### src/rtl/scp_pkg.sv
// Shared constants, types and decode functions of the system clock prescaler
package scp_pkg;

  // ************************************************************
  // Register map
  // ************************************************************
  localparam logic [7:0] PRESCALE_OFF  = 8'h61;
  localparam logic [7:0] TRIM_OFF      = 8'h66;
  localparam logic [7:0] TIMER_CTL_OFF = 8'h62;
  localparam logic [7:0] UNLOCK_VALUE  = 8'h80;
  localparam int         CHANGE_EN_BIT = 7;
  localparam int         EXT_CLK_BIT   = 6;
  localparam int         TOSC_EN_BIT   = 5;

  // ************************************************************
  // Reset values, codes and counts
  // ************************************************************
  localparam logic [3:0] SEL_RESET_DIV1 = 4'h0;
  localparam logic [3:0] SEL_RESET_DIV8 = 4'h3;
  localparam logic [3:0] SEL_MAX        = 4'h8;
  localparam logic [3:0] RC_OSC_SOURCE  = 4'h2;
  localparam logic [2:0] WINDOW_LAST    = 3'h3;
  localparam int         SYNC_WIDTH     = 14;

  // Change enable window state
  typedef enum logic [1:0] {
    SCP_WIN_CLOSED = 2'b01,
    SCP_WIN_OPEN   = 2'b10
  } scp_win_t;

  // Last count value of a divided period for a select code
  function automatic logic [7:0] scp_div_mask(input logic [3:0] sel);
    logic [7:0] m;
    m = 8'h00;
    for (int i = 0; i < 8; i++) begin
      if (i < int'(sel)) begin
        m[i] = 1'b1;
      end
    end
    return m;
  endfunction

  // High phase of the divided clock is the first half of the period
  function automatic logic scp_div_high(input logic [7:0] cnt, input logic [3:0] sel);
    logic [7:0] m;
    m = scp_div_mask(sel);
    return ~|(cnt & m & ~(m >> 1));
  endfunction

endpackage

### src/rtl/scp_clock_ctl.sv
// System clock prescaler control: unlock window, trim, clock out pin
`timescale 1ns/1ps
module scp_clock_ctl (
  input  wire logic       ref_clk,
  input  wire logic       sys_rst,
  // Register port
  input  wire logic [7:0] bus_addr,
  input  wire logic [7:0] bus_wdata,
  input  wire logic       bus_wr,
  input  wire logic       bus_rd,
  output logic      [7:0] bus_rdata,
  // Fuses and factory value
  input  wire logic       divide_by_eight_fuse,
  input  wire logic       clock_out_fuse,
  input  wire logic [3:0] clock_source_fuses,
  input  wire logic [7:0] factory_trim,
  // Normal port function of the clock out pin
  input  wire logic       port_pin_out,
  input  wire logic       port_pin_oe,
  output logic            clock_out_pin,
  output logic            clock_out_pin_oe,
  // Divided clock and analog controls
  output logic            sys_clk_en,
  output logic            sys_clk_level,
  output logic      [3:0] active_prescale,
  output logic      [7:0] rc_oscillator_trim,
  output logic            rc_osc_is_sys_clk,
  output logic            timer_osc_enable,
  output logic            timer_ext_clock_enable
);

  // ************************************************************
  // Declarations
  // ************************************************************
  logic [13:0]        sync_bus;
  logic               div8_sync;
  logic               clock_out_pin_sync;
  logic [3:0]         source_sync;
  logic [7:0]         trim_sync;
  logic               wr_pre;
  logic               wr_trim;
  logic               wr_timer;
  logic               unlock_wr;
  logic               sel_wr;
  logic               sel_ok;
  logic               sel_take;
  logic               tick;
  logic               div_level;
  logic               div_is_one;
  logic [3:0]         reset_sel;
  scp_pkg::scp_win_t  win_reg;
  scp_pkg::scp_win_t  win_next;
  logic [2:0]         win_cnt_reg;
  logic [3:0]         prescale_select_reg;
  logic [7:0]         trim_reg;
  logic               ext_clk_reg;
  logic               tosc_req_reg;
  logic               tosc_out_reg;
  logic               rc_sel_reg;
  logic [7:0]         rdata_reg;
  logic               prescale_change_enable;
  logic [10:0]        win_age_reg;

  // ************************************************************
  // Pin inputs
  // ************************************************************
  // Fuse levels and the factory value come from outside the clock
  scp_sync #(
    .WIDTH (scp_pkg::SYNC_WIDTH)
  ) u_sync (
    .ref_clk  (ref_clk),
    .async_in ({divide_by_eight_fuse, clock_out_fuse,
                clock_source_fuses, factory_trim}),
    .sync_out (sync_bus)
  );

  assign div8_sync   = sync_bus[13];
  assign clock_out_pin_sync   = sync_bus[12];
  assign source_sync = sync_bus[11:8];
  assign trim_sync   = sync_bus[7:0];

  // Select value loaded while reset is held
  assign reset_sel = div8_sync ? scp_pkg::SEL_RESET_DIV8
                               : scp_pkg::SEL_RESET_DIV1;

  // ************************************************************
  // Write decode
  // ************************************************************
  // Only an exact 0x80 may open the window; other bits must be zero
  assign wr_pre    = bus_wr && (bus_addr == scp_pkg::PRESCALE_OFF);
  assign wr_trim   = bus_wr && (bus_addr == scp_pkg::TRIM_OFF);
  assign wr_timer  = bus_wr && (bus_addr == scp_pkg::TIMER_CTL_OFF);
  assign unlock_wr = wr_pre && (bus_wdata == scp_pkg::UNLOCK_VALUE);
  assign sel_wr    = wr_pre && !bus_wdata[scp_pkg::CHANGE_EN_BIT];
  assign sel_ok    = (bus_wdata[3:0] <= scp_pkg::SEL_MAX);

  // A select write counts only inside the window
  assign sel_take = sel_wr && (win_reg == scp_pkg::SCP_WIN_OPEN) && sel_ok;

  // ************************************************************
  // Change enable window
  // ************************************************************
  // The window is timed in divided cycles, so a slow factor keeps it
  // open longer in master clock cycles
  always_comb begin
    win_next = win_reg;
    unique case (win_reg)
      scp_pkg::SCP_WIN_CLOSED: begin
        if (unlock_wr) begin
          win_next = scp_pkg::SCP_WIN_OPEN;
        end
      end
      scp_pkg::SCP_WIN_OPEN: begin
        if (sel_wr) begin
          win_next = scp_pkg::SCP_WIN_CLOSED;
        end else if (tick && (win_cnt_reg == scp_pkg::WINDOW_LAST)) begin
          win_next = scp_pkg::SCP_WIN_CLOSED;
        end
      end
      default: begin
        win_next = scp_pkg::SCP_WIN_CLOSED;
      end
    endcase
  end

  // Window state
  always_ff @(posedge ref_clk) begin
    if (sys_rst) begin
      win_reg <= scp_pkg::SCP_WIN_CLOSED;
    end else begin
      win_reg <= win_next;
    end
  end

  // Divided cycle count; a repeated unlock leaves it alone
  always_ff @(posedge ref_clk) begin
    if (sys_rst) begin
      win_cnt_reg <= 3'h0;
    end else if (win_reg == scp_pkg::SCP_WIN_CLOSED) begin
      win_cnt_reg <= 3'h0;
    end else if (tick) begin
      win_cnt_reg <= win_cnt_reg + 3'h1;
    end
  end

  assign prescale_change_enable = (win_reg == scp_pkg::SCP_WIN_OPEN);

  // Master cycles the window has stood open, for checking only; four
  // periods at the slowest factor are the longest it may last
  always_ff @(posedge ref_clk) begin
    if (sys_rst || !prescale_change_enable) begin
      win_age_reg <= 11'h000;
    end else begin
      win_age_reg <= win_age_reg + 11'h001;
    end
  end

  // ************************************************************
  // Prescale select
  // ************************************************************
  // Software view of the select field; a reserved code is dropped
  always_ff @(posedge ref_clk) begin
    if (sys_rst) begin
      prescale_select_reg <= reset_sel;
    end else if (sel_take) begin
      prescale_select_reg <= bus_wdata[3:0];
    end
  end

  // Divider; the new factor lands only at an old period boundary
  scp_divider u_div (
    .ref_clk       (ref_clk),
    .sys_rst       (sys_rst),
    .reset_sel     (reset_sel),
    .new_sel       (bus_wdata[3:0]),
    .new_sel_valid (sel_take),
    .active_sel    (active_prescale),
    .sys_clk_tick  (tick),
    .div_level     (div_level),
    .div_is_one    (div_is_one)
  );

  // One enable paces all synchronous domains alike
  assign sys_clk_en    = tick;
  assign sys_clk_level = div_level;

  // ************************************************************
  // Oscillator trim
  // ************************************************************
  // Factory value is caught on every reset cycle, then software owns it
  always_ff @(posedge ref_clk) begin
    if (sys_rst) begin
      trim_reg <= trim_sync;
    end else if (wr_trim) begin
      trim_reg <= bus_wdata;
    end
  end

  // Bit 7 is the range select, bits 6:0 the fine step
  assign rc_oscillator_trim = trim_reg;

  // ************************************************************
  // Timer oscillator control
  // ************************************************************
  // Control bits of the asynchronous timer
  always_ff @(posedge ref_clk) begin
    if (sys_rst) begin
      ext_clk_reg  <= 1'b0;
      tosc_req_reg <= 1'b0;
    end else if (wr_timer) begin
      ext_clk_reg  <= bus_wdata[scp_pkg::EXT_CLK_BIT];
      tosc_req_reg <= bus_wdata[scp_pkg::TOSC_EN_BIT];
    end
  end

  // The crystal pins are shared, so the timer oscillator is refused
  // unless the RC oscillator clocks the chip
  always_ff @(posedge ref_clk) begin
    if (sys_rst) begin
      rc_sel_reg   <= 1'b0;
      tosc_out_reg <= 1'b0;
    end else begin
      rc_sel_reg   <= (source_sync == scp_pkg::RC_OSC_SOURCE);
      tosc_out_reg <= tosc_req_reg && rc_sel_reg;
    end
  end

  assign rc_osc_is_sys_clk      = rc_sel_reg;
  assign timer_osc_enable       = tosc_out_reg;
  assign timer_ext_clock_enable = ext_clk_reg;

  // ************************************************************
  // Clock out pin
  // ************************************************************
  // At factor one the master clock itself is the divided clock; the mux
  // only flips at a period boundary, where both inputs are high
  always_comb begin
    if (clock_out_pin_sync) begin
      clock_out_pin    = div_is_one ? ref_clk : div_level;
      clock_out_pin_oe = 1'b1;
    end else begin
      clock_out_pin    = port_pin_out;
      clock_out_pin_oe = port_pin_oe;
    end
  end

  // ************************************************************
  // Read port
  // ************************************************************
  // Data stand for one cycle after the strobe; unmapped reads give zero
  always_ff @(posedge ref_clk) begin
    if (sys_rst) begin
      rdata_reg <= 8'h00;
    end else if (bus_rd) begin
      unique case (bus_addr)
        scp_pkg::PRESCALE_OFF: begin
          rdata_reg <= {prescale_change_enable, 3'h0, prescale_select_reg};
        end
        scp_pkg::TRIM_OFF: begin
          rdata_reg <= trim_reg;
        end
        scp_pkg::TIMER_CTL_OFF: begin
          rdata_reg <= {1'b0, ext_clk_reg, tosc_req_reg, 5'h00};
        end
        default: begin
          rdata_reg <= 8'h00;
        end
      endcase
    end else begin
      rdata_reg <= 8'h00;
    end
  end

  assign bus_rdata = rdata_reg;

  // ************************************************************
  // Checks
  // ************************************************************
  a_unlock_exact: assert property (
    @(posedge ref_clk) disable iff (sys_rst)
    wr_pre && !prescale_change_enable && bus_wdata != scp_pkg::UNLOCK_VALUE
    |=> !prescale_change_enable)
    else $error("Change enable set by an impure write");

  a_window_closes: assert property (
    @(posedge ref_clk) disable iff (sys_rst)
    prescale_change_enable |-> win_age_reg < 11'h400)
    else $error("Change enable window did not close");

  a_select_closes: assert property (
    @(posedge ref_clk) disable iff (sys_rst)
    sel_wr && prescale_change_enable |=> !prescale_change_enable)
    else $error("Select write left the window open");

  a_no_restart: assert property (
    @(posedge ref_clk) disable iff (sys_rst)
    unlock_wr && prescale_change_enable && !tick
    |=> prescale_change_enable && win_cnt_reg == $past(win_cnt_reg))
    else $error("Repeated unlock changed the window");

  a_select_reset: assert property (
    @(posedge ref_clk)
    sys_rst && $past(sys_rst) && $past(sys_rst, 2)
    |=> prescale_select_reg == ($past(div8_sync) ? 4'h3 : 4'h0))
    else $error("Select reset value wrong for fuse");

  a_select_locked: assert property (
    @(posedge ref_clk) disable iff (sys_rst)
    $changed(prescale_select_reg) && !$past(sys_rst)
    |-> $past(prescale_change_enable) && $past(bus_wdata[3:0]) <= 4'h8)
    else $error("Select changed without a valid unlocked write");

  a_trim_reset: assert property (
    @(posedge ref_clk)
    sys_rst && $past(sys_rst) && $past(sys_rst, 2)
    |=> trim_reg == $past(trim_sync))
    else $error("Trim not loaded with factory value");

  a_tosc_gate: assert property (
    @(posedge ref_clk) disable iff (sys_rst)
    timer_osc_enable |-> $past(rc_sel_reg))
    else $error("Timer oscillator on without RC clock source");

  a_clock_out_pin_drive: assert property (
    @(posedge ref_clk)
    clock_out_pin_sync |-> clock_out_pin_oe)
    else $error("Clock out pin not driven with fuse set");

endmodule

### src/rtl/scp_divider.sv
// Glitch free power of two divider running on the undivided master clock
`timescale 1ns/1ps
module scp_divider (
  input  wire logic       ref_clk,
  input  wire logic       sys_rst,
  input  wire logic [3:0] reset_sel,
  input  wire logic [3:0] new_sel,
  input  wire logic       new_sel_valid,
  output logic      [3:0] active_sel,
  output logic            sys_clk_tick,
  output logic            div_level,
  output logic            div_is_one
);

  logic [7:0] cnt_reg;
  logic [7:0] cnt_next;
  logic [3:0] sel_reg;
  logic [3:0] sel_next;
  logic [3:0] pend_sel_reg;
  logic       pend_reg;
  logic       edge_reg;
  logic       edge_next;
  logic       level_reg;
  logic       level_next;
  logic [7:0] gap_reg;

  // ************************************************************
  // Counter and switch point
  // ************************************************************
  // A new factor is only taken at the end of an old period, so
  // no shortened pulse can appear on the divided clocks
  always_comb begin
    sel_next = sel_reg;
    cnt_next = cnt_reg + 8'h01;
    if (edge_reg) begin
      cnt_next = 8'h00;
      if (pend_reg) begin
        sel_next = pend_sel_reg;
      end
    end
    edge_next  = (cnt_next == scp_pkg::scp_div_mask(sel_next));
    level_next = scp_pkg::scp_div_high(cnt_next, sel_next);
  end

  // Synchronous count state, never visible to software
  always_ff @(posedge ref_clk) begin
    if (sys_rst) begin
      cnt_reg   <= 8'h00;
      sel_reg   <= reset_sel;
      edge_reg  <= (scp_pkg::scp_div_mask(reset_sel) == 8'h00);
      level_reg <= 1'b1;
    end else begin
      cnt_reg   <= cnt_next;
      sel_reg   <= sel_next;
      edge_reg  <= edge_next;
      level_reg <= level_next;
    end
  end

  // Pending request; a later request before the switch replaces it
  always_ff @(posedge ref_clk) begin
    if (sys_rst) begin
      pend_reg     <= 1'b0;
      pend_sel_reg <= 4'h0;
    end else begin
      if (new_sel_valid) begin
        pend_reg     <= 1'b1;
        pend_sel_reg <= new_sel;
      end else if (edge_reg) begin
        pend_reg     <= 1'b0;
      end
    end
  end

  assign active_sel   = sel_reg;
  assign sys_clk_tick = edge_reg;
  assign div_level    = level_reg;
  assign div_is_one   = (sel_reg == 4'h0);

  // Cycles since the last divided edge, for checking only
  always_ff @(posedge ref_clk) begin
    if (sys_rst || edge_reg) begin
      gap_reg <= 8'h00;
    end else begin
      gap_reg <= gap_reg + 8'h01;
    end
  end

  a_period_length: assert property (
    @(posedge ref_clk) disable iff (sys_rst)
    edge_reg && !$past(sys_rst) |-> gap_reg == scp_pkg::scp_div_mask(sel_reg))
    else $error("Divided period does not match factor");

  a_level_rise: assert property (
    @(posedge ref_clk) disable iff (sys_rst)
    $rose(level_reg) |-> $past(edge_reg))
    else $error("Divided clock rose away from a period edge");

  a_switch_edge: assert property (
    @(posedge ref_clk) disable iff (sys_rst)
    pend_reg && edge_reg |=> sel_reg == $past(pend_sel_reg) && cnt_reg == 8'h00)
    else $error("Factor not taken at end of old period");

endmodule

### src/rtl/scp_sync.sv
// Two flip-flop synchroniser for static straps and factory values
`timescale 1ns/1ps
module scp_sync #(
  parameter int WIDTH = 1
) (
  input  wire logic             ref_clk,
  input  wire logic [WIDTH-1:0] async_in,
  output logic      [WIDTH-1:0] sync_out
);

  logic [WIDTH-1:0] meta_reg;

  // No reset here so that fuse levels act even while reset is held
  always_ff @(posedge ref_clk) begin
    meta_reg <= async_in;
    sync_out <= meta_reg;
  end

endmodule

### config.mk
export PLATFORM = sky130hd
export DESIGN_NAME = scp_clock_ctl
export DESIGN_NICKNAME = d
export VERILOG_FILES = /design/src/rtl/scp_pkg.sv /design/src/rtl/scp_clock_ctl.sv /design/src/rtl/scp_divider.sv /design/src/rtl/scp_sync.sv
export SDC_FILE = /design/constraint.sdc
export NUM_CORES = 1
export LEC_CHECK = 0
export ABC_AREA = 1
export BUFFER_PORTS_ARGS = -buffer_cell sky130_fd_sc_hd__buf_2
export CAP_MARGIN = 0
export CORE_AREA = 5 5 95 97
export CTS_CLUSTER_SIZE = 10
export DETAILED_ROUTE_END_ITERATION = 7
export DIE_AREA = 0 0 100 102
export SLEW_MARGIN = 20
export SYNTH_ARGS = -nofsm -noshare
export SYNTH_HDL_FRONTEND = slang
export SYNTH_HIERARCHICAL = 1
export SYNTH_SLANG_ARGS = --single-unit
export TNS_END_PERCENT = 50
### constraint.sdc
create_clock -name ref_clk -period 2.9 [get_ports ref_clk]
set_clock_uncertainty 0.05 [all_clocks]
set_input_delay 0.58 -clock ref_clk [delete_from_list [all_inputs] [get_ports ref_clk]]
set_output_delay 0.58 -clock ref_clk [all_outputs]
set_load 0.01 [all_outputs]
==> results.json <==
{
  "worstPathCellList": "clkbuf_8 > clkbuf_8 > nand2_1 > a31oi_1 > buf_2",
  "cp.arrival_ns": 1.93,
  "nets": 487,
  "clkTransAtPathRegs_ns": 0.08,
  "layout-area-overhead-vs-synth_pct": 22.0,
  "avgSynthCellArea_um2": 8.54,
  "post_drt_via_cell_ratio": 4.50,
  "reg2reg_slack_ns": 0.84,
  "synth.distinct_cells": 29,
  "slowest_delay_ns": 0.14,
  "rr_worst_depth": 9,
  "port_buffers": 62,
  "crit_type": "clock port to primary output",
  "wl_met1_mm": 3.12,
  "die_x_um": 100,
  "synth_area_um2": 3120,
  "setup_tns_ns": 0,
  "maxSlewHeadroom_pct": 62.8,
  "dr_wl_met2_mm": 3.05,
  "final_area_um2": 3800,
  "worstSkewPairLatency_ns": 0.46,
  "first_global_vias": 2289,
  "slew_viol_final": 0,
  "cp.required_ns": 2.27,
  "critical_path.most_common_cell": "clkbuf_8",
  "wl_mm": 6.58,
  "cp_num_buf_inv": 3,
  "fill_cells": 770,
  "p_per_area_nw_per_um2": 598,
  "preCtsSetupSlack_ns": 0.588,
  "crit_slowest_cell": "buf_2",
  "gr-total-overflow": 0,
  "core_area_um2": 8050,
  "whs_endpoint": "u_sync/meta_reg[10]",
  "cts_hold_buf": 0,
  "ctsResizeCount": 0,
  "ys_seq_area_share_pct": 52.6,
  "route.vias.total": 2473,
  "remaining_drc_errors": 0,
  "drtIter0Drc": 140,
  "final_common_cell": "nand2_1",
  "met3_length_um": 344,
  "cts_tree": "yes",
  "antenna_found_initial": 0,
  "rsz0062_at_grt": "false",
  "grt_pass1_wl_mm": 10.6,
  "maxCapViolCount": 0,
  "drive_gt1_share_pct": 26.3,
  "status": "completed",
  "holdPathStages": 1,
  "antenna_left": 0,
  "p_leak_nw": 1.77,
  "async_reset_ff_share_pct": 0,
  "worst_setup_path_start_kind": "clock port",
  "post_drt_wl_per_cell_um": 12.0,
  "rows": 33,
  "r2r_end": "u_div/sys_clk_tick",
  "detail_route.first_pass.iterations": 4,
  "synth_edf_count": 12,
  "grt.total_usage_pct": 13.6,
  "synthCells": 365,
  "ioPinCount": 63,
  "start_util_pct": 38.7,
  "finalHoldViolCount": 0,
  "finish.utilization_pct": 47.2,
  "top_layer": "met4",
  "antennaDiodeCount": 0,
  "crit_start": "ref_clk",
  "ys.flop_type": "dfxtp_1",
  "ys_ff_latch": 76,
  "hp-class": "primary input to register",
  "worstHoldStart": "clock_source_fuses[2]",
  "grt_max_degree": 20,
  "dp_hpwl_mm": 5.08,
  "ir_worst_vdd_mv": 0.232,
  "worst_pin_slew_ns": 0.552,
  "die_h_um": 102,
  "crit_family": "buffers and inverters",
  "endpoint_kind": "primary output",
  "path_max_fanout": 2,
  "r2r_start": "u_div/sys_clk_tick",
  "finalSetupViolations": 0,
  "postCtsSetupBuffers": 0,
  "postPlaceCellArea_um2": 3550,
  "mostFrequentLayoutCells": "78 x nand2_1, 64 x dfxtp_1, 62 x buf_2",
  "gp_congestion": 0.884,
  "die_area_um2": 10200,
  "worst_slack_ns": 0.335,
  "yosys_warnings": 6
}
==> kinds of logic (layout without fill, tap and decap cells) <==
| family | after synthesis | in the layout | share of synthesized area, % |
|---|---|---|---|
| AND/OR/NAND/NOR | 185 | 185 | 29.5 |
| flip-flops | 76 | 76 | 52.6 |
| buffers and inverters | 56 | 134 | 7.22 |
| adder cells (fa/ha/maj) | 11 | 11 | 4.41 |
| XOR/XNOR | 1 | 1 | 0.281 |
| other | 1 | 3 | 0.120 |
| AO/OA/AOI/OAI | 35 | 35 | 5.86 |
==> through the flow <==
| step | hold WS [ns] | cells | total power (W) |
|---|---|---|---|
| 2_1_floorplan | 0.260 | 367 | 0.00126 |
| 3_3_place_gp | 0.261 | 531 | 0.00133 |
| 3_5_place_dp | 0.262 | 531 | 0.00134 |
| 4_1_cts | 0.147 | 550 | 0.00231 |
| 5_1_grt | 0.140 | 550 | 0.00238 |
| 6_report | 0.165 | 550 | 0.00227 |
==> worst max-delay path by stage <==
| stage | cells past startpoint | to | slack [ns] |
|---|---|---|---|
| after floorplan | 2 | clock_out_pin | 0.66 |
| after global placement | 3 | clock_out_pin | 0.59 |
| after CTS | 5 | clock_out_pin | 0.33 |
| final | 5 | clock_out_pin | 0.34 |
| after global routing | 5 | clock_out_pin | 0.30 |
| after detailed placement | 3 | clock_out_pin | 0.59 |
==> metal layers <==
metal	up-vias	GRT usage (%)
met5	-	0
met1	1086	17.3
met3	8	3.89
met4	0	7.77
li1	1314	-
met2	65	20.9
==> synthesized netlist by cell type, types with 3 or more instances <==
cell / n / area share (%)
clkbuf_1: 4 / 0.48
edfxtp_1: 12 / 12
dfxtp_1: 64 / 41
nor4_1: 8 / 1.6
nand3_2: 3 / 0.96
nand2_4: 5 / 1.8
nand2_1: 78 / 9.4
inv_1: 43 / 5.2
a21oi_1: 13 / 2.1
inv_2: 5 / 0.60
ha_1: 11 / 4.4
nand2_2: 10 / 2.0
nand3_1: 24 / 3.9
nor2_1: 38 / 4.6
o21ai_0: 18 / 2.9
nor3_1: 9 / 1.4
==> cell type report <==
class | count | area [µm²] | area share (%)
Sequential cell | 76 | 1640 | 43.2
Multi-Input combinational cell | 235 | 1260 | 33.1
Timing Repair Buffer | 64 | 328 | 8.62
Inverter | 50 | 188 | 4.94
Clock buffer | 13 | 170 | 4.48
Tap cell | 105 | 131 | 3.46
Clock inverter | 7 | 85.1 | 2.24
==> report_power, final <==
part,internal (W),switching (W)
registers,0.00111,0.0000216
logic,0.0000660,0.000107
clock network,0.000509,0.000455
total,0.00169,0.000584
Note: power is estimated with default switching activity, not from simulation.
